[config.mk]
export PLATFORM = sky130hd
export DESIGN_NAME = ssp_core
export DESIGN_NICKNAME = d
export VERILOG_FILES = /design/src/shared/ssp_pkg.sv /design/src/rtl/ssp_clkgen.sv /design/src/rtl/ssp_core.sv
export SDC_FILE = /design/constraint.sdc
export NUM_CORES = 1
export LEC_CHECK = 0
export BUFFER_PORTS_ARGS = -buffer_cell sky130_fd_sc_hd__clkbuf_2
export CORE_ASPECT_RATIO = 0.7
export CORE_UTILIZATION = 46
export DETAILED_ROUTE_END_ITERATION = 12
export PLACE_DENSITY = 0.71
export SKIP_CTS_REPAIR_TIMING = 1
export SLEW_MARGIN = 20
export SYNTH_ARGS = -nofsm -noshare
export SYNTH_HDL_FRONTEND = slang
export SYNTH_SLANG_ARGS = --single-unit
[constraint.sdc]
create_clock -name CLK_SYS -period 12.9 [get_ports CLK_SYS]
set_input_delay 2.58 -clock CLK_SYS [delete_from_list [all_inputs] [get_ports CLK_SYS]]
set_output_delay 2.58 -clock CLK_SYS [all_outputs]
set_load 0.01 [all_outputs]
[src/shared/ssp_pkg.sv]
// Package for the synchronous serial shift port: offsets, fields, resets, timing.
// Assumes a 20 MHz system clock and a 32-bit APB register bus.
package ssp_pkg;
   // Register offsets. Printed offsets are not all multiples of four, so they are indices.
   localparam logic [7:0] IDX_DATA   = 8'h2B;
   localparam logic [7:0] IDX_CTRL   = 8'h31;
   localparam logic [7:0] IDX_STATUS = 8'h32;
   localparam logic [9:0] ADDR_DATA   = {IDX_DATA, 2'b00};
   localparam logic [9:0] ADDR_CTRL   = {IDX_CTRL, 2'b00};
   localparam logic [9:0] ADDR_STATUS = {IDX_STATUS, 2'b00};
   // Control field positions
   localparam int CTRL_RUN_BIT   = 7;
   localparam int CTRL_HALT_BIT  = 6;
   localparam int CTRL_KIND_LSB  = 4;
   localparam int CTRL_ORDER_BIT = 3;
   localparam int CTRL_CLK_LSB   = 0;
   // Status field positions
   localparam int STAT_ACTIVE_BIT  = 7;
   localparam int STAT_PART_BIT    = 6;
   localparam int STAT_TXE_BIT     = 5;
   localparam int STAT_RXF_BIT     = 4;
   localparam int STAT_TX_UNDERRUN_FLAG_BIT   = 3;
   localparam int STAT_RX_OVERRUN_FLAG_BIT   = 2;
   // Reset values
   localparam logic [7:0] CTRL_RESET = 8'h00;
   localparam logic [7:0] RXB_RESET  = 8'h00;
   // Transfer kinds and clock select codes
   localparam logic [1:0] KIND_TX     = 2'h0;
   localparam logic [1:0] KIND_RX     = 2'h1;
   localparam logic [1:0] KIND_DUPLEX = 2'h2;
   localparam logic [2:0] CLK_EXT     = 3'h7;
   localparam logic [2:0] CLK_SLOWEST = 3'h0;
   // Timing: one system-clock edge per internal half period base
   localparam int SYS_CLK_HZ   = 20_000_000;
   localparam int SYS_PERIOD_NS = 1_000_000_000 / SYS_CLK_HZ;
   localparam int BITS_PER_BYTE = 8;
   // Full period exponents of the internal rates (divide by 2^n overall)
   localparam int DIV_EXP_SLOW = 12;
   localparam int DIV_EXP_TB   = 10;
   typedef enum logic [1:0] {SSP_IDLE, SSP_WAIT, SSP_SHIFT, SSP_DONE} ssp_state_t;
endpackage : ssp_pkg

[src/rtl/ssp_clkgen.sv]
// Internal serial clock tick generator and external clock edge detector.
// Assumes CLK_SYS domain; the pin input arrives asynchronous.
`timescale 1ns/1ps
`default_nettype none
module ssp_clkgen
   import ssp_pkg::*;
(
   // Clock and reset
   input  wire logic       clk,
   input  wire logic       rst_n,
   input  wire logic       ce,
   // Selection
   input  wire logic [2:0] clk_sel,
   input  wire logic       tb_div_sel,
   input  wire logic       run_int,
   // External clock pin
   input  wire logic       sck_in,
   // Edge ticks
   output logic            fall_tick,
   output logic            rise_tick
);
   logic [12:0] div_ff;
   logic        sck_s1_ff;
   logic        sck_s2_ff;
   logic        sck_s3_ff;
   logic        half_tick;
   logic        int_sck_ff;
   logic [3:0]  exp_sel;

   // Divider exponent from the clock select code
   always_comb begin
      case (clk_sel)
         CLK_SLOWEST: exp_sel = tb_div_sel ? 4'(DIV_EXP_TB) : 4'(DIV_EXP_SLOW);
         3'h1:        exp_sel = 4'h8;
         default:     exp_sel = 4'(4'h9 - {1'b0, clk_sel});
      endcase
   end

   // Divider, cleared while stopped, half period of the serial clock
   always_ff @(posedge clk or negedge rst_n) begin
      if (!rst_n) begin
         div_ff <= 13'h0000;
      end else if (ce) begin
         div_ff <= run_int ? 13'(div_ff + 13'h0001) : 13'h0000;
      end
   end
   assign half_tick = run_int && (div_ff[exp_sel - 4'h2 +: 1] == 1'b1) &&
                      ((div_ff & ((13'h0001 << (exp_sel - 4'h2)) - 13'h0001)) == 13'h0000) &&
                      (div_ff != 13'h0000);

   // Synchroniser and internal clock phase
   always_ff @(posedge clk or negedge rst_n) begin
      if (!rst_n) begin
         sck_s1_ff  <= 1'b1;
         sck_s2_ff  <= 1'b1;
         sck_s3_ff  <= 1'b1;
         int_sck_ff <= 1'b1;
      end else if (ce) begin
         sck_s1_ff <= sck_in;
         sck_s2_ff <= sck_s1_ff;
         sck_s3_ff <= sck_s2_ff;
         if (!run_int) int_sck_ff <= 1'b1;
         else if (half_tick) int_sck_ff <= ~int_sck_ff;
      end
   end

   // Edge ticks from the chosen source
   always_comb begin
      if (clk_sel == CLK_EXT) begin
         fall_tick = ce && sck_s3_ff && !sck_s2_ff;
         rise_tick = ce && !sck_s3_ff && sck_s2_ff;
      end else begin
         fall_tick = ce && half_tick && int_sck_ff;
         rise_tick = ce && half_tick && !int_sck_ff;
      end
   end
endmodule // ssp_clkgen
`default_nettype wire

[src/rtl/ssp_core.sv]
// Synchronous serial shift port with APB register access.
// Assumes one 20 MHz clock; serial pins come from outside the clock domain.
`timescale 1ns/1ps
`default_nettype none
// Operation
// - Run cleared in duplex: finish byte, idle high
// - Force halt clears run, status, buffers
// - Duplex external: underrun flag at shift start
// - Underrun holds data output high
// - Overrun flag; discard data while set
// - Overrun reads with run cleared: old byte, then shifter
// - Clearing overrun also clears buffer full
// - Stop after eight clocks; check active
// - Force halt self clears; zero ignored
// - Kind: transmit, receive, duplex, reserved
// - Bit order: MSB or LSB first
// - Clock select: dividers or external clock
// - Active flag and partial count flag
// - Error flags clear on zero write
// - Run clear keeps error flags
// - Transmit write discarded when not empty
// - Receive and transmit buffers share address
// - Internal duplex waits for buffer service
// - Shift out on fall, sample on rise
module ssp_core
   import ssp_pkg::*;
(
   // Clock, reset, enable
   input  wire logic        CLK_SYS,
   input  wire logic        RST_N,
   input  wire logic        CE,
   // APB slave
   input  wire logic        PSEL,
   input  wire logic        PENABLE,
   input  wire logic        PWRITE,
   input  wire logic [11:0] PADDR,
   input  wire logic [31:0] PWDATA,
   output logic [31:0]      PRDATA,
   output logic             PREADY,
   output logic             PSLVERR,
   // Rate option
   input  wire logic        TIMEBASE_DIV_SEL,
   // Serial pins and interrupt
   input  wire logic        SERIAL_CLOCK_PIN_IN,
   output logic             SERIAL_CLOCK_PIN_OUT,
   output logic             SERIAL_CLOCK_PIN_OE_N,
   input  wire logic        SERIAL_DATA_IN,
   output logic             SERIAL_DATA_OUT,
   output logic             TRANSFER_INTERRUPT
);
   ssp_state_t  state_ff;
   logic        run_ff, halt_ff, order_ff;
   logic [1:0]  kind_ff;
   logic [2:0]  csel_ff;
   logic        active_ff, part_ff, txe_ff, rxf_ff, tx_underrun_flag_ff, rx_overrun_flag_ff;
   logic [7:0]  rxb_ff, txb_ff, shift_ff;
   logic [3:0]  cnt_ff;
   logic        si_s1_ff, si_s2_ff;
   logic        rd_second_ff;
   logic        fall_tick, rise_tick;
   logic        ext_clk, ext_clk_ff, run_int;
   logic        acc_wr, acc_rd;
   logic [9:0]  addr_w;
   logic        wr_ctrl, wr_stat, wr_data, rd_data;
   logic        rx_used, tx_used, serviced;
   logic [7:0]  status_w, ctrl_w;
   logic        sck_out_ff;

   // Pick the next outgoing bit for the chosen order
   function automatic logic out_bit(input logic [7:0] d, input logic lsb);
      return lsb ? d[0] : d[7];
   endfunction

   // Shift one bit in at the far end for the chosen order
   function automatic logic [7:0] shift_in(input logic [7:0] d, input logic lsb, input logic b);
      return lsb ? {b, d[7:1]} : {d[6:0], b};
   endfunction

   assign ext_clk = (csel_ff == CLK_EXT);
   assign rx_used = (kind_ff != KIND_TX);
   assign tx_used = (kind_ff != KIND_RX);
   // Internal clock runs only while shifting
   assign run_int = !ext_clk && (state_ff == SSP_SHIFT);

   ssp_clkgen u_clkgen (
      .clk        (CLK_SYS),
      .rst_n      (RST_N),
      .ce         (CE),
      .clk_sel    (csel_ff),
      .tb_div_sel (TIMEBASE_DIV_SEL),
      .run_int    (run_int),
      .sck_in     (SERIAL_CLOCK_PIN_IN),
      .fall_tick  (fall_tick),
      .rise_tick  (rise_tick)
   );

   // APB decode, zero wait state
   assign addr_w  = PADDR[9:0];
   assign acc_wr  = PSEL && PENABLE && PWRITE && CE;
   assign acc_rd  = PSEL && PENABLE && !PWRITE && CE;
   assign wr_ctrl = acc_wr && (addr_w == ADDR_CTRL) && (PADDR[11:10] == 2'b00);
   assign wr_stat = acc_wr && (addr_w == ADDR_STATUS) && (PADDR[11:10] == 2'b00);
   assign wr_data = acc_wr && (addr_w == ADDR_DATA) && (PADDR[11:10] == 2'b00);
   assign rd_data = acc_rd && (addr_w == ADDR_DATA) && (PADDR[11:10] == 2'b00);

   assign status_w = {active_ff, part_ff, txe_ff, rxf_ff, tx_underrun_flag_ff, rx_overrun_flag_ff, 2'b00};
   assign ctrl_w   = {run_ff, halt_ff, kind_ff, order_ff, csel_ff};
   // Internal duplex may continue only when both buffers were serviced
   assign serviced = (!rx_used || !rxf_ff) && (!tx_used || !txe_ff);

   // APB answer registers
   always_ff @(posedge CLK_SYS or negedge RST_N) begin
      if (!RST_N) begin
         PRDATA  <= 32'h00000000;
         PREADY  <= 1'b0;
         PSLVERR <= 1'b0;
      end else if (CE) begin
         PREADY  <= PSEL && !PENABLE;
         PSLVERR <= PSEL && !PENABLE && !(PADDR[11:10] == 2'b00 &&
                    (addr_w == ADDR_DATA || addr_w == ADDR_CTRL || addr_w == ADDR_STATUS));
         if (PSEL && !PENABLE && !PWRITE) begin
            case (addr_w)
               ADDR_DATA:   PRDATA <= {24'h000000, (rd_second_ff ? shift_ff : rxb_ff)};
               ADDR_CTRL:   PRDATA <= {24'h000000, ctrl_w};
               ADDR_STATUS: PRDATA <= {24'h000000, status_w};
               default:     PRDATA <= 32'h00000000;
            endcase
         end
      end
   end
   // The access phase uses the one-cycle PREADY; ack asserted in access cycle
   // Control register and self-clearing halt
   always_ff @(posedge CLK_SYS or negedge RST_N) begin
      if (!RST_N) begin
         {run_ff, halt_ff, kind_ff, order_ff, csel_ff} <= CTRL_RESET;
      end else if (CE) begin
         if (halt_ff) begin
            halt_ff <= 1'b0;
            run_ff  <= 1'b0;
         end else if (wr_ctrl && PREADY) begin
            run_ff   <= PWDATA[CTRL_RUN_BIT];
            halt_ff  <= PWDATA[CTRL_HALT_BIT];
            kind_ff  <= PWDATA[CTRL_KIND_LSB +: 2];
            order_ff <= PWDATA[CTRL_ORDER_BIT];
            csel_ff  <= PWDATA[CTRL_CLK_LSB +: 3];
         end
      end
   end

   // Data input synchroniser
   always_ff @(posedge CLK_SYS or negedge RST_N) begin
      if (!RST_N) begin
         si_s1_ff <= 1'b1;
         si_s2_ff <= 1'b1;
      end else if (CE) begin
         si_s1_ff <= SERIAL_DATA_IN;
         si_s2_ff <= si_s1_ff;
      end
   end

   // Transfer engine, buffers and status flags
   always_ff @(posedge CLK_SYS or negedge RST_N) begin
      if (!RST_N) begin
         state_ff     <= SSP_IDLE;
         active_ff    <= 1'b0;
         part_ff      <= 1'b0;
         txe_ff       <= 1'b1;
         rxf_ff       <= 1'b0;
         tx_underrun_flag_ff     <= 1'b0;
         rx_overrun_flag_ff     <= 1'b0;
         rxb_ff       <= RXB_RESET;
         txb_ff       <= 8'h00;
         shift_ff     <= 8'h00;
         cnt_ff       <= 4'h0;
         sck_out_ff   <= 1'b1;
         SERIAL_DATA_OUT <= 1'b1;
         TRANSFER_INTERRUPT <= 1'b0;
         rd_second_ff <= 1'b0;
         ext_clk_ff   <= 1'b0;
      end else if (CE) begin
         TRANSFER_INTERRUPT <= 1'b0;
         ext_clk_ff <= ext_clk;
         if (halt_ff) begin
            state_ff  <= SSP_IDLE;
            active_ff <= 1'b0;
            part_ff   <= 1'b0;
            txe_ff    <= 1'b1;
            rxf_ff    <= 1'b0;
            tx_underrun_flag_ff  <= 1'b0;
            rx_overrun_flag_ff  <= 1'b0;
            rxb_ff    <= RXB_RESET;
            txb_ff    <= 8'h00;
            cnt_ff    <= 4'h0;
            sck_out_ff <= 1'b1;
            SERIAL_DATA_OUT <= 1'b1;
            rd_second_ff <= 1'b0;
         end else begin
            // Buffer accesses from software
            if (wr_data && PREADY && txe_ff) begin
               txb_ff <= PWDATA[7:0];
               txe_ff <= 1'b0;
            end
            if (rd_data && PREADY) begin
               rxf_ff <= 1'b0;
               if (rx_overrun_flag_ff && !run_ff) rd_second_ff <= 1'b1;
            end
            // Zero clears error flags; one ignored
            if (wr_stat && PREADY && !PWDATA[STAT_TX_UNDERRUN_FLAG_BIT]) tx_underrun_flag_ff <= 1'b0;
            if (wr_stat && PREADY && !PWDATA[STAT_RX_OVERRUN_FLAG_BIT]) begin
               rx_overrun_flag_ff     <= 1'b0;
               rxf_ff       <= 1'b0;
               rd_second_ff <= 1'b0;
            end
            case (state_ff)
               SSP_IDLE: begin
                  SERIAL_DATA_OUT <= 1'b1;
                  sck_out_ff <= 1'b1;
                  if (run_ff && (ext_clk || !tx_used || !txe_ff)) begin
                     state_ff <= ext_clk ? SSP_WAIT : SSP_SHIFT;
                     cnt_ff   <= 4'h0;
                  end
               end
               SSP_WAIT, SSP_SHIFT: begin
                  if (fall_tick && cnt_ff < 4'(BITS_PER_BYTE)) begin
                     if (cnt_ff == 4'h0) begin
                        if (!run_ff) begin
                           state_ff  <= SSP_IDLE;
                           active_ff <= 1'b0;
                        end else begin
                           active_ff <= 1'b1;
                           part_ff   <= 1'b1;
                           cnt_ff    <= 4'h1;
                           state_ff  <= SSP_SHIFT;
                           if (tx_used && txe_ff && ext_clk && kind_ff == KIND_DUPLEX) begin
                              tx_underrun_flag_ff <= 1'b1;
                              SERIAL_DATA_OUT <= 1'b1;
                           end else if (tx_used && !tx_underrun_flag_ff) begin
                              shift_ff <= txb_ff;
                              txe_ff   <= 1'b1;
                              SERIAL_DATA_OUT <= out_bit(txb_ff, order_ff);
                           end
                        end
                     end else begin
                        cnt_ff <= 4'(cnt_ff + 4'h1);
                        if (tx_underrun_flag_ff || !tx_used) SERIAL_DATA_OUT <= 1'b1;
                        else SERIAL_DATA_OUT <= out_bit(shift_ff, order_ff);
                     end
                     if (!ext_clk) sck_out_ff <= 1'b0;
                  end
                  if (rise_tick && cnt_ff != 4'h0) begin
                     if (!ext_clk) sck_out_ff <= 1'b1;
                     if (!rx_overrun_flag_ff) shift_ff <= shift_in(shift_ff, order_ff, si_s2_ff);
                     if (cnt_ff == 4'(BITS_PER_BYTE)) begin
                        part_ff  <= 1'b0;
                        cnt_ff   <= 4'h0;
                        TRANSFER_INTERRUPT <= 1'b1;
                        if (rx_used) begin
                           if (rxf_ff && ext_clk && !rx_overrun_flag_ff) rx_overrun_flag_ff <= 1'b1;
                           else if (!rx_overrun_flag_ff) begin
                              rxb_ff <= shift_in(shift_ff, order_ff, si_s2_ff);
                              rxf_ff <= 1'b1;
                           end
                        end
                        if (!ext_clk) begin
                           state_ff <= SSP_DONE;
                        end else if (!run_ff) begin
                           state_ff  <= SSP_IDLE;
                           active_ff <= 1'b0;
                        end
                     end
                  end
               end
               SSP_DONE: begin
                  sck_out_ff <= 1'b1;
                  if (!run_ff) begin
                     state_ff  <= SSP_IDLE;
                     active_ff <= 1'b0;
                     SERIAL_DATA_OUT <= 1'b1;
                  end else if (serviced) begin
                     state_ff <= SSP_SHIFT;
                  end
               end
               default: state_ff <= SSP_IDLE;
            endcase
         end
      end
   end

   // Serial clock pin drive: output enabled low only for internal clock
   always_ff @(posedge CLK_SYS or negedge RST_N) begin
      if (!RST_N) begin
         SERIAL_CLOCK_PIN_OUT  <= 1'b1;
         SERIAL_CLOCK_PIN_OE_N <= 1'b1;
      end else if (CE) begin
         SERIAL_CLOCK_PIN_OUT  <= sck_out_ff;
         SERIAL_CLOCK_PIN_OE_N <= ext_clk_ff;
      end
   end

   // Checks
   a_halt_clears_run: assert property (@(posedge CLK_SYS) disable iff (!RST_N)
      (CE && halt_ff) |=> !run_ff && !halt_ff) else $error("halt did not clear run");
   a_halt_clears_stat: assert property (@(posedge CLK_SYS) disable iff (!RST_N)
      (CE && halt_ff) |=> !tx_underrun_flag_ff && !rx_overrun_flag_ff && txe_ff && !rxf_ff) else $error("halt left status");
   a_underrun_out_high: assert property (@(posedge CLK_SYS) disable iff (!RST_N)
      tx_underrun_flag_ff && $past(tx_underrun_flag_ff) && !halt_ff |-> SERIAL_DATA_OUT) else $error("data out low in underrun");
   a_underrun_sets: assert property (@(posedge CLK_SYS) disable iff (!RST_N)
      (fall_tick && !halt_ff && run_ff && cnt_ff == 4'h0 && state_ff != SSP_IDLE && state_ff != SSP_DONE &&
       ext_clk && kind_ff == KIND_DUPLEX && txe_ff) |=> tx_underrun_flag_ff) else $error("underrun flag not set");
   a_overrun_keeps_rxb: assert property (@(posedge CLK_SYS) disable iff (!RST_N)
      rx_overrun_flag_ff && $past(rx_overrun_flag_ff) && !$past(halt_ff) |-> $stable(rxb_ff)) else $error("buffer changed in overrun");
   a_txwrite_refused: assert property (@(posedge CLK_SYS) disable iff (!RST_N)
      (wr_data && PREADY && !txe_ff && !halt_ff) |=> $stable(txb_ff)) else $error("full tx buffer written");
   // A byte ending in the same cycle may set the flags again; the set wins
   a_rx_overrun_flag_clr_rxf: assert property (@(posedge CLK_SYS) disable iff (!RST_N)
      (wr_stat && PREADY && !PWDATA[STAT_RX_OVERRUN_FLAG_BIT] && !(rise_tick && cnt_ff == 4'h8))
      |=> !rxf_ff && !rx_overrun_flag_ff) else $error("rxf not cleared");
   a_run_keeps_err: assert property (@(posedge CLK_SYS) disable iff (!RST_N)
      (CE && tx_underrun_flag_ff && !halt_ff && !(wr_stat && PREADY)) |=> tx_underrun_flag_ff) else $error("tx error lost");
   a_part_count: assert property (@(posedge CLK_SYS) disable iff (!RST_N)
      part_ff |-> (cnt_ff >= 4'h1 && cnt_ff <= 4'h8)) else $error("partial flag count wrong");
   a_part_active: assert property (@(posedge CLK_SYS) disable iff (!RST_N)
      part_ff |-> active_ff) else $error("partial flag without active");
   a_idle_out_high: assert property (@(posedge CLK_SYS) disable iff (!RST_N)
      (state_ff == SSP_IDLE) ##1 (state_ff == SSP_IDLE) |-> SERIAL_DATA_OUT) else $error("idle line low");
   a_idle_sck_high: assert property (@(posedge CLK_SYS) disable iff (!RST_N)
      (state_ff == SSP_IDLE) ##1 (state_ff == SSP_IDLE) |-> sck_out_ff) else $error("idle clock low");
   a_irq_byte_end: assert property (@(posedge CLK_SYS) disable iff (!RST_N)
      TRANSFER_INTERRUPT |-> !part_ff && cnt_ff == 4'h0) else $error("interrupt before byte end");
   a_irq_one_cycle: assert property (@(posedge CLK_SYS) disable iff (!RST_N)
      TRANSFER_INTERRUPT |=> !TRANSFER_INTERRUPT) else $error("interrupt pulse too long");
   // Cover points for the main scenarios
   c_byte_done: cover property (@(posedge CLK_SYS) disable iff (!RST_N) $fell(part_ff));
   c_underrun: cover property (@(posedge CLK_SYS) disable iff (!RST_N) $rose(tx_underrun_flag_ff));
   c_overrun: cover property (@(posedge CLK_SYS) disable iff (!RST_N) $rose(rx_overrun_flag_ff));
   c_autowait: cover property (@(posedge CLK_SYS) disable iff (!RST_N) state_ff == SSP_DONE ##1 state_ff == SSP_SHIFT);
endmodule // ssp_core
`default_nettype wire

==> metrics.txt, run 1 <==
# TYPE chip_impl_metric gauge
chip_impl_metric{name="synth_enable_flop_cells",unit=""} 0
chip_impl_metric{name="pwr_density_cell",unit="nW/um^2"} 135
chip_impl_metric{name="vias",unit=""} 5025
chip_impl_metric{name="drc",unit=""} 0
chip_impl_metric{name="grtUsageTotal",unit=""} 0.261
chip_impl_metric{name="clk_pin_slew_worst_paths",unit="ps"} 60
chip_impl_metric{name="drt_iter0_markers",unit=""} 532
chip_impl_metric{name="p_comb_frac",unit=""} 0.261
chip_impl_info{name="worstHoldStart",value="PRDATA[3]$_DFFE_PN0P_"} 1
chip_impl_info{name="hold-path-endpoint",value="PRDATA[3]$_DFFE_PN0P_"} 1
chip_impl_info{name="synth_area_leader_cell",value="dfrtp_1"} 1
chip_impl_metric{name="power.share.sequential",unit=""} 0.379
chip_impl_metric{name="power_switching_share",unit=""} 0.327
chip_impl_metric{name="clock_latency",unit="ps"} 340
chip_impl_metric{name="r2r.worst_path.cells",unit=""} 15
chip_impl_metric{name="final_min_period_over_clock_period",unit=""} 0.547
chip_impl_metric{name="postSynthCellCount",unit=""} 632
chip_impl_info{name="setup.worst_path.class",value="in -> reg"} 1
chip_impl_metric{name="setup_tns_after_final_layout",unit="ps"} 0
chip_impl_metric{name="synth.distinct_cells",unit=""} 73
chip_impl_metric{name="max-vdd-ir-drop",unit="mV"} 0.106
chip_impl_metric{name="maxCapViolations",unit=""} 0
chip_impl_metric{name="row_count",unit=""} 33
chip_impl_metric{name="design.portCount",unit=""} 91
chip_impl_info{name="clock_tree_from_tritoncts",value="yes"} 1
chip_impl_metric{name="firstDrtPassIters",unit=""} 7
chip_impl_info{name="rsz0062_at_grt",value="no"} 1
chip_impl_metric{name="final_core_utilization",unit=""} 0.519
chip_impl_metric{name="finClkSkew",unit="ps"} 7.25
chip_impl_metric{name="placeableCoreArea",unit="um^2"} 11700
chip_impl_metric{name="worst_ep_required_time",unit="ps"} 13150
chip_impl_metric{name="crit_fanout",unit=""} 14
chip_impl_metric{name="synthArstFlopShare",unit=""} 1.00
chip_impl_metric{name="drtAntennaViolNets",unit=""} 0
chip_impl_metric{name="final_report_setup_violation_count",unit=""} 0
chip_impl_metric{name="r2r_setup_slk",unit="ps"} 6620
chip_impl_metric{name="syn-mean-instance-area",unit="um^2"} 8.71
chip_impl_metric{name="grt_antenna_before_repair",unit=""} 0
chip_impl_metric{name="antenna-diode-count",unit=""} 0
chip_impl_metric{name="h-tree-depth",unit=""} 3
chip_impl_metric{name="area.growth.synth_to_final",unit="%"} 10.1
chip_impl_metric{name="nNetsFinal",unit=""} 720
chip_impl_metric{name="total_leakage_power",unit="nW"} 2.54
chip_impl_metric{name="worst_hold_path.num_cells",unit=""} 2
chip_impl_metric{name="die_w",unit="um"} 133
chip_impl_metric{name="netlist_area",unit="um^2"} 5510
chip_impl_metric{name="route.detailed.vias_per_inst",unit=""} 6.14
chip_impl_metric{name="power",unit="uW"} 816
chip_impl_metric{name="initial_utilization",unit=""} 0.471
chip_impl_info{name="timing.critical_path.to_type",value="flop"} 1
chip_impl_metric{name="grt-ovfl-total",unit=""} 0
chip_impl_metric{name="totalWireLength",unit="mm"} 15.6
chip_impl_info{name="min-delay-path-class",value="reg -> reg"} 1
chip_impl_metric{name="dieArea",unit="um^2"} 12400
chip_impl_metric{name="cts_num_sinks",unit=""} 80
chip_impl_metric{name="synth_sequential_area_ratio",unit=""} 0.366
chip_impl_metric{name="final_period_minus_worst_setup_slack",unit="ps"} 7060
chip_impl_metric{name="place_congestion",unit=""} 0.997
chip_impl_metric{name="count_of_filler_cells_inserted_in_the_layout",unit=""} 1109
chip_impl_metric{name="internal_power",unit="uW"} 550
chip_impl_metric{name="power.net_switching",unit="uW"} 267
chip_impl_metric{name="multi_input_gate_area",unit="um^2"} 3110
chip_impl_metric{name="timing.critical_path.arrival",unit="ps"} 7310
chip_impl_metric{name="numPortBuffers",unit=""} 42
chip_impl_metric{name="timing.fmax",unit="MHz"} 142
chip_impl_metric{name="timing.max_slew.rel_slack",unit=""} 0.293
chip_impl_metric{name="grt_pass1_vias",unit=""} 4555
chip_impl_info{name="r2r_start",value="csel_ff[2]$_DFFE_PN0P_"} 1
chip_impl_metric{name="timing.final.max_slew_violations",unit=""} 0
chip_impl_info{name="layout.cells.most_common_list",value="69 x dfrtp_1, 55 x nand2_1, 46 x nor2_1"} 1
chip_impl_metric{name="ff_latch_area",unit="um^2"} 2020
chip_impl_metric{name="clockBufferDepth",unit=""} 2
chip_impl_metric{name="p_clk_frac",unit=""} 0.360
chip_impl_metric{name="grt_start_max_net_pins",unit=""} 81
chip_impl_info{name="most_frequent_standard_cell_in_the_layout_excluding_fill_and_tap_cells",value="dfrtp_1"} 1
chip_impl_metric{name="grt_first_pass_wirelength",unit="mm"} 24.9
chip_impl_metric{name="post-place-ws",unit="ps"} 5610
chip_impl_info{name="cts_root_buf",value="clkbuf_16"} 1
chip_impl_metric{name="route.detailed.wl_per_inst",unit="um"} 19.0
chip_impl_metric{name="worst-slew-pin-transition",unit="ps"} 1050
chip_impl_info{name="run_status",value="complete, no violations"} 1
chip_impl_info{name="post_synth_main_area_contributors",value="dfrtp_1 31%, dfstp_2 5.2%, nand2_1 3.7%"} 1
chip_impl_metric{name="final_critical_path_setup_slack",unit="ps"} 5840
chip_impl_info{name="worstReg2RegEnd",value="shift_ff[6]$_DFFE_PN0P_"} 1
chip_impl_metric{name="final_layout_size_suffix_gt1_frac",unit=""} 0.169
chip_impl_metric{name="synth.ff_latch_count",unit=""} 80
chip_impl_info{name="critPathLaunchType",value="primary input"} 1
chip_impl_metric{name="finalHoldViolations",unit=""} 0
chip_impl_metric{name="post-synth-top-area-fraction",unit=""} 0.313
chip_impl_metric{name="synth_warnings",unit=""} 0
chip_impl_metric{name="die-height",unit="um"} 93.6
chip_impl_metric{name="detailedPlacementHpwl",unit="mm"} 11.3
chip_impl_metric{name="cts_inserted_buffers",unit=""} 9
chip_impl_info{name="synth-main-ff-cell",value="dfrtp_1"} 1
synth_stat cells (11+ instances only):
cell / n
nor3_1: 14
nor2_1: 46
nand3_1: 13
nand2b_1: 12
nand2_1: 55
dfrtp_1: 69
inv_1: 39
mux2_2: 17
and2_1: 12
a31oi_1: 19
clkbuf_1: 17
dfstp_2: 11
a22o_1: 11
o22ai_1: 12
buf_4: 24
mux2i_1: 13
a21oi_1: 24
o21ai_0: 41
layer usage:
| metal | wire [um] | vias to the layer above | track usage | part of all wire |
|---|---|---|---|---|
| met4 | 153 | 0 | 0.0565 | 0.0098 |
| li1 | - | 2306 | - | - |
| met1 | 7470 | 2419 | 0.413 | 0.48 |
| met5 | 0 | - | 0 | 0 |
| met2 | 6240 | 287 | 0.353 | 0.40 |
| met3 | 1720 | 13 | 0.0564 | 0.11 |
kinds of logic (layout without fill, tap and decap cells):
kind of cell | after synthesis | in the layout | share of synthesized area
simple gates | 220 | 220 | 0.218
fa+ha+maj | 10 | 10 | 0.0227
compound gates | 176 | 176 | 0.215
buf+inv | 96 | 103 | 0.0868
other cells | 1 | 24 | 0.000681
mux | 31 | 31 | 0.0609
xor+xnor | 18 | 18 | 0.0300
flops | 80 | 80 | 0.366
power groups by stage:
stage / Clock, mW / Sequential, mW / Combinational [mW]
floorplan: 0 / 0.304 / 0.160
global placement: 0 / 0.311 / 0.203
detailed placement: 0 / 0.312 / 0.208
CTS: 0.299 / 0.308 / 0.209
global route: 0.308 / 0.314 / 0.237
finish: 0.294 / 0.309 / 0.213
critical path: stages:
cell and delay (ps):
clkbuf_2 200, nor2_1 110, mux2i_2 250, ha_1 610, xnor2_2 290, o21ai_0 220
ha_1 430, o21ai_1 180, nor3_4 260, mux2i_1 130, or4_4 600, nor3_4 360
o211ai_1 360, or2_2 500, o221ai_1 200
cell type report:
cell class                      instances  area share
Clock buffer                            9      0.0371
Inverter                               40      0.0248
Sequential cell                        80       0.332
Clock inverter                          7      0.0194
Timing Repair Buffer                   47      0.0419
Tap cell                              157      0.0324
Multi-Input combinational cell        479       0.512
worst max-delay path by stage:
stage / from / end / slack (ps) / cells after the start
3_3_place_gp: TIMEBASE_DIV_SEL / shift_ff[6]$_DFFE_PN0P_ / 5650 / 15
6_report: TIMEBASE_DIV_SEL / shift_ff[6]$_DFFE_PN0P_ / 5840 / 15
3_5_place_dp: TIMEBASE_DIV_SEL / shift_ff[6]$_DFFE_PN0P_ / 5610 / 15
4_1_cts: TIMEBASE_DIV_SEL / shift_ff[6]$_DFFE_PN0P_ / 5930 / 15
5_1_grt: TIMEBASE_DIV_SEL / shift_ff[6]$_DFFE_PN0P_ / 5560 / 15
2_1_floorplan: TIMEBASE_DIV_SEL / shift_ff[6]$_DFFE_PN0P_ / 6420 / 17
flip-flops by register name, indices dropped and copies added (netlist names), 2 cells and up:
name,flops
state_ff,2
rxb_ff,8
kind_ff,2
shift_ff,8
cnt_ff,4
PRDATA,8
csel_ff,3
txb_ff,8
u_clkgen.div_ff,13
stage by stage:
stage	std cells	hold slack (ps)	cell area (um^2)
2_1_floorplan	655	448	5590
3_5_place_dp	803	471	5720
4_1_cts	819	484	6060
5_1_grt	819	516	6070
6_report	819	490	6070
3_3_place_gp	803	469	5720
No activity file was read; power rests on OpenSTA's default activity.
==> inputs of run 2 (changes only) <==
==> constraint.sdc (replaced) <==
create_clock -name CLK_SYS -period 7.2 [get_ports CLK_SYS]
set_input_delay 1.44 -clock CLK_SYS [delete_from_list [all_inputs] [get_ports CLK_SYS]]
set_output_delay 1.44 -clock CLK_SYS [all_outputs]
set_load 0.01 [all_outputs]
==> metrics.txt, run 2 (synthesized netlist as in run 1, its figures left out) <==
# TYPE chip_impl_metric gauge
chip_impl_metric{name="grt-ovfl-total",unit=""} 0
chip_impl_info{name="crit_path_max_delay_family",value="simple AND/OR/NAND/NOR gates"} 1
chip_impl_metric{name="clockBufferDepth",unit=""} 2
chip_impl_metric{name="finalInstanceArea",unit="um^2"} 6060
chip_impl_info{name="critical_path.slowest_cell",value="or4_4"} 1
chip_impl_metric{name="grtUsageTotal",unit=""} 0.255
chip_impl_metric{name="grt_antenna_before_repair",unit=""} 0
chip_impl_metric{name="worst-slew-pin-transition",unit="ps"} 1040
chip_impl_metric{name="final_report_setup_violation_count",unit=""} 0
chip_impl_metric{name="met2_length",unit="mm"} 6.15
chip_impl_metric{name="finalHoldViolations",unit=""} 0
chip_impl_metric{name="worst_ep_required_time",unit="ps"} 7450
chip_impl_metric{name="timing.max_slew.rel_slack",unit=""} 0.301
chip_impl_metric{name="crit_fanout",unit=""} 14
chip_impl_info{name="setup.worst_path.class",value="in -> reg"} 1
chip_impl_metric{name="row_count",unit=""} 33
chip_impl_metric{name="area.growth.synth_to_final",unit="%"} 10.0
chip_impl_metric{name="final_layout_size_suffix_gt1_frac",unit=""} 0.172
chip_impl_metric{name="firstDrtPassIters",unit=""} 6
chip_impl_metric{name="grt_pass1_vias",unit=""} 4572
chip_impl_metric{name="numPortBuffers",unit=""} 42
chip_impl_metric{name="h-tree-depth",unit=""} 3
chip_impl_metric{name="route.detailed.wl_per_inst",unit="um"} 18.5
chip_impl_metric{name="vias",unit=""} 4909
chip_impl_info{name="most_frequent_standard_cell_in_the_layout_excluding_fill_and_tap_cells",value="dfrtp_1"} 1
chip_impl_metric{name="drc",unit=""} 0
chip_impl_metric{name="final_period_minus_worst_setup_slack",unit="ps"} 5840
chip_impl_metric{name="drt_iter0_markers",unit=""} 511
chip_impl_metric{name="wl_met1",unit="mm"} 7.44
chip_impl_metric{name="cts_inserted_buffers",unit=""} 9
chip_impl_metric{name="pwr_density_cell",unit="nW/um^2"} 235
chip_impl_info{name="min-delay-path-class",value="reg -> reg"} 1
chip_impl_metric{name="totalWireLength",unit="mm"} 15.2
chip_impl_metric{name="die_w",unit="um"} 133
chip_impl_metric{name="placeableCoreArea",unit="um^2"} 11700
chip_impl_info{name="top_layer_used_by_detailed_routing",value="met4"} 1
chip_impl_metric{name="cts_num_sinks",unit=""} 80
chip_impl_metric{name="dieArea",unit="um^2"} 12400
chip_impl_metric{name="route.detailed.vias_per_inst",unit=""} 5.98
chip_impl_info{name="clock_tree_from_tritoncts",value="yes"} 1
chip_impl_metric{name="clk_pin_slew_worst_paths",unit="ps"} 60
chip_impl_metric{name="cp_slowest_stage_delay",unit="ps"} 590
chip_impl_info{name="timing.critical_path.to_type",value="flop"} 1
chip_impl_metric{name="setup_tns_after_final_layout",unit="ps"} 0
chip_impl_metric{name="nNetsFinal",unit=""} 722
chip_impl_metric{name="antenna-diode-count",unit=""} 0
chip_impl_info{name="largest-register",value="u_clkgen.div_ff"} 1
chip_impl_info{name="layout.cells.most_common_list",value="69 x dfrtp_1, 55 x nand2_1, 46 x nor2_1"} 1
chip_impl_metric{name="critical_path.n_buffers_inverters",unit=""} 1
chip_impl_metric{name="total_leakage_power",unit="nW"} 2.53
chip_impl_info{name="cts_root_buf",value="clkbuf_16"} 1
chip_impl_metric{name="timing.fmax",unit="MHz"} 171
chip_impl_metric{name="timing.critical_path.arrival",unit="ps"} 6090
chip_impl_metric{name="detailedPlacementHpwl",unit="mm"} 11.1
chip_impl_info{name="cp_cell_sequence",value="clkbuf_2, nor2_1, mux2i_2, ha_1, xnor2_2, o21ai_0, ha_1, o21ai_1, nor3_4, mux2i_1, or4_4, nor3_4, o211ai_1, or2_2, o221ai_1"} 1
chip_impl_metric{name="finClkSkew",unit="ps"} 7.86
chip_impl_metric{name="maxCapViolations",unit=""} 0
chip_impl_metric{name="drtAntennaViolNets",unit=""} 0
chip_impl_metric{name="grt_first_pass_wirelength",unit="mm"} 24.5
chip_impl_metric{name="largest_register_ffs",unit=""} 13
chip_impl_metric{name="max-vdd-ir-drop",unit="mV"} 0.142
chip_impl_metric{name="initial_utilization",unit=""} 0.471
chip_impl_metric{name="timing.final.max_slew_violations",unit=""} 0
chip_impl_metric{name="placed_cell_area",unit="um^2"} 5730
chip_impl_metric{name="grt_start_max_net_pins",unit=""} 81
chip_impl_metric{name="die-height",unit="um"} 93.6
chip_impl_info{name="run_status",value="complete, no violations"} 1
chip_impl_metric{name="final_min_period_over_clock_period",unit=""} 0.811
chip_impl_info{name="critPathLaunchType",value="primary input"} 1
chip_impl_metric{name="design.portCount",unit=""} 91
chip_impl_metric{name="place_congestion",unit=""} 0.958
chip_impl_info{name="rsz0062_at_grt",value="no"} 1
chip_impl_metric{name="clock_latency",unit="ps"} 340
chip_impl_metric{name="met3WireLength",unit="mm"} 1.42
run 2: changes by cell type in the layout (fill, tap and decap cells not counted):
cell        change
clkinvlp_4      +1
bufinv_16       -1
clkinv_4        +1
inv_6           -1
buf_4           +2
run 2: worst register-to-register path, stage by stage, from the launching register on:
cell      delay, ps
dfrtp_1         370
inv_1           240
ha_1            290
buf_4           200
mux2i_2         250
ha_1            580
xnor2_2         280
o21ai_0         180
ha_1            410
o21ai_1         180
nor3_4          280
mux2i_1         120
or4_4           590
nor3_4          350
o211ai_1        370
or2_2           510
o221ai_1        210
run 2: layer usage:
layer,global-route usage,up-vias
li1,-,2312
met1,0.380,2338
met2,0.354,240
met3,0.0743,19
met4,0.0603,0
met5,0,-
run 2: final cells by class:
type | count | area (um^2)
clock inverters | 7 | 95.1
repair buffers | 49 | 269
clock buffers | 9 | 225
well taps | 157 | 196
fillers | 1090 | 5630
flip-flops and latches | 80 | 2020
inverters | 40 | 150
multi-input cells | 479 | 3110
run 2: path summary, 6_finish.rpt:
kind | start | end | slack, ps | cells past startpoint
hold reg to reg | PRDATA[1]$_DFFE_PN0P_ | PRDATA[1]$_DFFE_PN0P_ | 490 | 2
min in group asynchronous | RST_N | u_clkgen.div_ff[9]$_DFFE_PN0P_ | 1120 | 1
setup reg to reg | csel_ff[1]$_DFFE_PN0P_ | shift_ff[6]$_DFFE_PN0P_ | 1690 | 16
max in group asynchronous | RST_N | csel_ff[2]$_DFFE_PN0P_ | 5540 | 1
hold / removal | PRDATA[1]$_DFFE_PN0P_ | PRDATA[1]$_DFFE_PN0P_ | 490 | 2
setup / recovery | TIMEBASE_DIV_SEL | shift_ff[6]$_DFFE_PN0P_ | 1360 | 15
run 2: per-stage QoR:
stage / util / power, mW / hold slack (ps) / setup WS (ps) / instances
final: 0.518 / 1.43 / 492 / 1360 / 821
after global routing: 0.518 / 1.51 / 525 / 1040 / 821
after CTS: 0.518 / 1.43 / 494 / 1470 / 821
after detailed placement: 0.491 / 0.933 / 480 / 1140 / 805
after global placement: 0.491 / 0.924 / 465 / 1190 / 805
after floorplan: - / 0.831 / 448 / 1860 / 655
run 2: where the power goes:
group | internal (mW) | switching, mW | total [mW]
logic | 0.142 | 0.237 | 0.379
clock network | 0.304 | 0.185 | 0.489
registers | 0.502 | 0.0551 | 0.557
total | 0.949 | 0.477 | 1.43
==> inputs of run 3 (changes only) <==
==> constraint.sdc (replaced) <==
create_clock -name CLK_SYS -period 5.7 [get_ports CLK_SYS]
set_input_delay 1.14 -clock CLK_SYS [delete_from_list [all_inputs] [get_ports CLK_SYS]]
set_output_delay 1.14 -clock CLK_SYS [all_outputs]
set_load 0.01 [all_outputs]
==> metrics.txt, run 3 (synthesized netlist as in run 1, its figures left out) <==
# TYPE chip_impl_metric gauge
chip_impl_metric{name="detailedPlacementHpwl",unit="mm"} 11.3
chip_impl_metric{name="power.net_switching",unit="uW"} 600
chip_impl_metric{name="timing.fmax",unit="MHz"} 193
chip_impl_metric{name="multi_input_gate_area",unit="um^2"} 3110
chip_impl_metric{name="setup_tns_after_final_layout",unit="ps"} 0
chip_impl_metric{name="cp_slowest_stage_delay",unit="ps"} 700
chip_impl_metric{name="total_leakage_power",unit="nW"} 2.55
chip_impl_info{name="timing.critical_path.to_type",value="flop"} 1
chip_impl_info{name="crit_path_max_delay_family",value="simple AND/OR/NAND/NOR gates"} 1
chip_impl_info{name="run_status",value="complete, no violations"} 1
chip_impl_metric{name="power_switching_share",unit=""} 0.339
chip_impl_metric{name="power.share.sequential",unit=""} 0.399
chip_impl_metric{name="cts_inserted_buffers",unit=""} 9
chip_impl_metric{name="totalWireLength",unit="mm"} 15.3
chip_impl_metric{name="nNetsFinal",unit=""} 728
chip_impl_metric{name="final_period_minus_worst_setup_slack",unit="ps"} 5180
chip_impl_metric{name="cts_num_sinks",unit=""} 80
chip_impl_metric{name="finClkSkew",unit="ps"} 7.18
chip_impl_metric{name="pwr_density_cell",unit="nW/um^2"} 291
chip_impl_metric{name="drc",unit=""} 0
chip_impl_metric{name="worst_ep_required_time",unit="ps"} 5940
chip_impl_metric{name="largest_register_ffs",unit=""} 13
chip_impl_metric{name="r2r_setup_slk",unit="ps"} 630
chip_impl_metric{name="route.detailed.vias_per_inst",unit=""} 6.02
chip_impl_info{name="largest-register",value="u_clkgen.div_ff"} 1
chip_impl_metric{name="r2r.worst_path.cells",unit=""} 15
chip_impl_metric{name="placeableCoreArea",unit="um^2"} 11700
chip_impl_info{name="most_frequent_standard_cell_in_the_layout_excluding_fill_and_tap_cells",value="dfrtp_1"} 1
chip_impl_info{name="hold-path-endpoint",value="PRDATA[0]$_DFFE_PN0P_"} 1
chip_impl_metric{name="drt_iter0_markers",unit=""} 503
chip_impl_metric{name="finalHoldViolations",unit=""} 0
chip_impl_metric{name="design.portCount",unit=""} 91
chip_impl_metric{name="antenna-diode-count",unit=""} 0
chip_impl_metric{name="initial_utilization",unit=""} 0.471
chip_impl_metric{name="post-place-ws",unit="ps"} 220
chip_impl_metric{name="max-vdd-ir-drop",unit="mV"} 0.158
chip_impl_metric{name="worst_hold_path.num_cells",unit=""} 2
chip_impl_metric{name="maxCapViolations",unit=""} 0
chip_impl_info{name="r2r_start",value="csel_ff[1]$_DFFE_PN0P_"} 1
chip_impl_info{name="worstReg2RegEnd",value="shift_ff[2]$_DFFE_PN0P_"} 1
chip_impl_info{name="cp_cell_sequence",value="clkbuf_2, nor2_1, mux2i_2, ha_1, xnor2_2, o21ai_0, ha_1, o21ai_1, nor3_4, mux2i_1, or4_4, nor3_4, nor2_2, or4b_1, o221ai_1"} 1
chip_impl_info{name="layout.cells.most_common_list",value="69 x dfrtp_1, 55 x nand2_1, 46 x nor2_1"} 1
chip_impl_metric{name="count_of_filler_cells_inserted_in_the_layout",unit=""} 1097
chip_impl_metric{name="critical_path.n_buffers_inverters",unit=""} 1
chip_impl_metric{name="ff_latch_area",unit="um^2"} 2020
chip_impl_info{name="cts_root_buf",value="clkbuf_16"} 1
chip_impl_metric{name="drtAntennaViolNets",unit=""} 0
chip_impl_info{name="critPathLaunchType",value="primary input"} 1
chip_impl_metric{name="timing.max_slew.rel_slack",unit=""} 0.336
chip_impl_metric{name="numPortBuffers",unit=""} 42
chip_impl_metric{name="clk_pin_slew_worst_paths",unit="ps"} 60
chip_impl_metric{name="final_min_period_over_clock_period",unit=""} 0.910
chip_impl_metric{name="grt_start_max_net_pins",unit=""} 81
chip_impl_metric{name="grt_antenna_before_repair",unit=""} 0
chip_impl_metric{name="grt_pass1_vias",unit=""} 4670
chip_impl_metric{name="clockBufferDepth",unit=""} 2
chip_impl_metric{name="p_clk_frac",unit=""} 0.325
chip_impl_metric{name="final_critical_path_setup_slack",unit="ps"} 516
chip_impl_metric{name="firstDrtPassIters",unit=""} 5
chip_impl_metric{name="p_comb_frac",unit=""} 0.276
chip_impl_metric{name="timing.critical_path.arrival",unit="ps"} 5430
chip_impl_metric{name="grt_first_pass_wirelength",unit="mm"} 24.9
chip_impl_metric{name="row_count",unit=""} 33
chip_impl_metric{name="area.growth.synth_to_final",unit="%"} 10.4
chip_impl_metric{name="die-height",unit="um"} 93.6
chip_impl_metric{name="h-tree-depth",unit=""} 3
chip_impl_metric{name="route.detailed.wl_per_inst",unit="um"} 18.4
chip_impl_metric{name="vias",unit=""} 4982
chip_impl_metric{name="clock_latency",unit="ps"} 330
chip_impl_metric{name="crit_fanout",unit=""} 8
chip_impl_metric{name="die_w",unit="um"} 133
chip_impl_metric{name="dieArea",unit="um^2"} 12400
chip_impl_metric{name="grt-ovfl-total",unit=""} 0
chip_impl_metric{name="final_report_setup_violation_count",unit=""} 0
chip_impl_metric{name="worst-slew-pin-transition",unit="ps"} 982
chip_impl_metric{name="internal_power",unit="mW"} 1.17
chip_impl_info{name="worstHoldStart",value="PRDATA[0]$_DFFE_PN0P_"} 1
chip_impl_metric{name="timing.final.max_slew_violations",unit=""} 0
chip_impl_metric{name="place_congestion",unit=""} 0.959
chip_impl_info{name="min-delay-path-class",value="reg -> reg"} 1
chip_impl_info{name="critical_path.slowest_cell",value="or4b_1"} 1
chip_impl_info{name="rsz0062_at_grt",value="no"} 1
chip_impl_info{name="setup.worst_path.class",value="in -> reg"} 1
chip_impl_metric{name="final_layout_size_suffix_gt1_frac",unit=""} 0.178
chip_impl_info{name="clock_tree_from_tritoncts",value="yes"} 1
chip_impl_metric{name="grtUsageTotal",unit=""} 0.258
-- run 3: cell types whose count changed in the layout (fill, tap and decap cells not counted), sizes merged --
cell | before | now
inv | 41 | 40
bufinv | 2 | 1
buf | 8 | 14
clkbuf | 50 | 52
-- run 3: worst max-delay path by stage --
stage,from,depth (start not counted),slack [ps],end
finish,TIMEBASE_DIV_SEL,15,520,shift_ff[2]$_DFFE_PN0P_
global route,TIMEBASE_DIV_SEL,15,250,cnt_ff[0]$_DFFE_PN0P_
CTS,TIMEBASE_DIV_SEL,15,540,shift_ff[2]$_DFFE_PN0P_
detailed placement,TIMEBASE_DIV_SEL,15,220,shift_ff[2]$_DFFE_PN0P_
global placement,TIMEBASE_DIV_SEL,14,310,shift_ff[2]$_DFFE_PN0P_
floorplan,TIMEBASE_DIV_SEL,17,660,shift_ff[6]$_DFFE_PN0P_
-- run 3: per-layer routing --
layer / global-route usage / wire [um] / part of all wire
met1: 0.393 / 7470 / 0.49
met2: 0.353 / 6250 / 0.41
met3: 0.0612 / 1380 / 0.090
met4: 0.0728 / 158 / 0.010
met5: 0 / 0 / 0
-- run 3: layout make-up --
type                    count  share of cell area
flip-flops and latches     80               0.331
inverters                  40              0.0247
multi-input cells         479               0.511
repair buffers             55              0.0516
clock buffers              11              0.0399
well taps                 157              0.0323
clock inverters             5             0.00926
-- run 3: per-stage QoR --
stage	utilization	total power [mW]	instances	hold WS (ps)	instance area (um^2)
after floorplan	-	1.05	655	448	5590
after global placement	0.495	1.17	811	468	5780
after detailed placement	0.495	1.19	811	472	5780
after CTS	0.520	1.77	827	485	6080
after global routing	0.521	1.86	827	495	6080
final	0.521	1.77	827	479	6080
-- run 3: power groups by stage --
stage | Combinational (mW) | Clock [mW] | Sequential (mW)
CTS | 0.480 | 0.585 | 0.701
global route | 0.547 | 0.606 | 0.711
finish | 0.488 | 0.574 | 0.704
global placement | 0.466 | 0 | 0.708
detailed placement | 0.475 | 0 | 0.711
floorplan | 0.362 | 0 | 0.689
-- run 3: worst reg2reg max path, delay by kind of cell, from the launching register on --
kind	cells	cell delay [ps]
xor gates and xnor gates	1	140
adders and majority gates	3	1180
DFF	1	430
AOI/OAI and AO/OA	3	610
buffers and inverters	1	270
muxes	2	360
and+or+nand+nor	5	2000
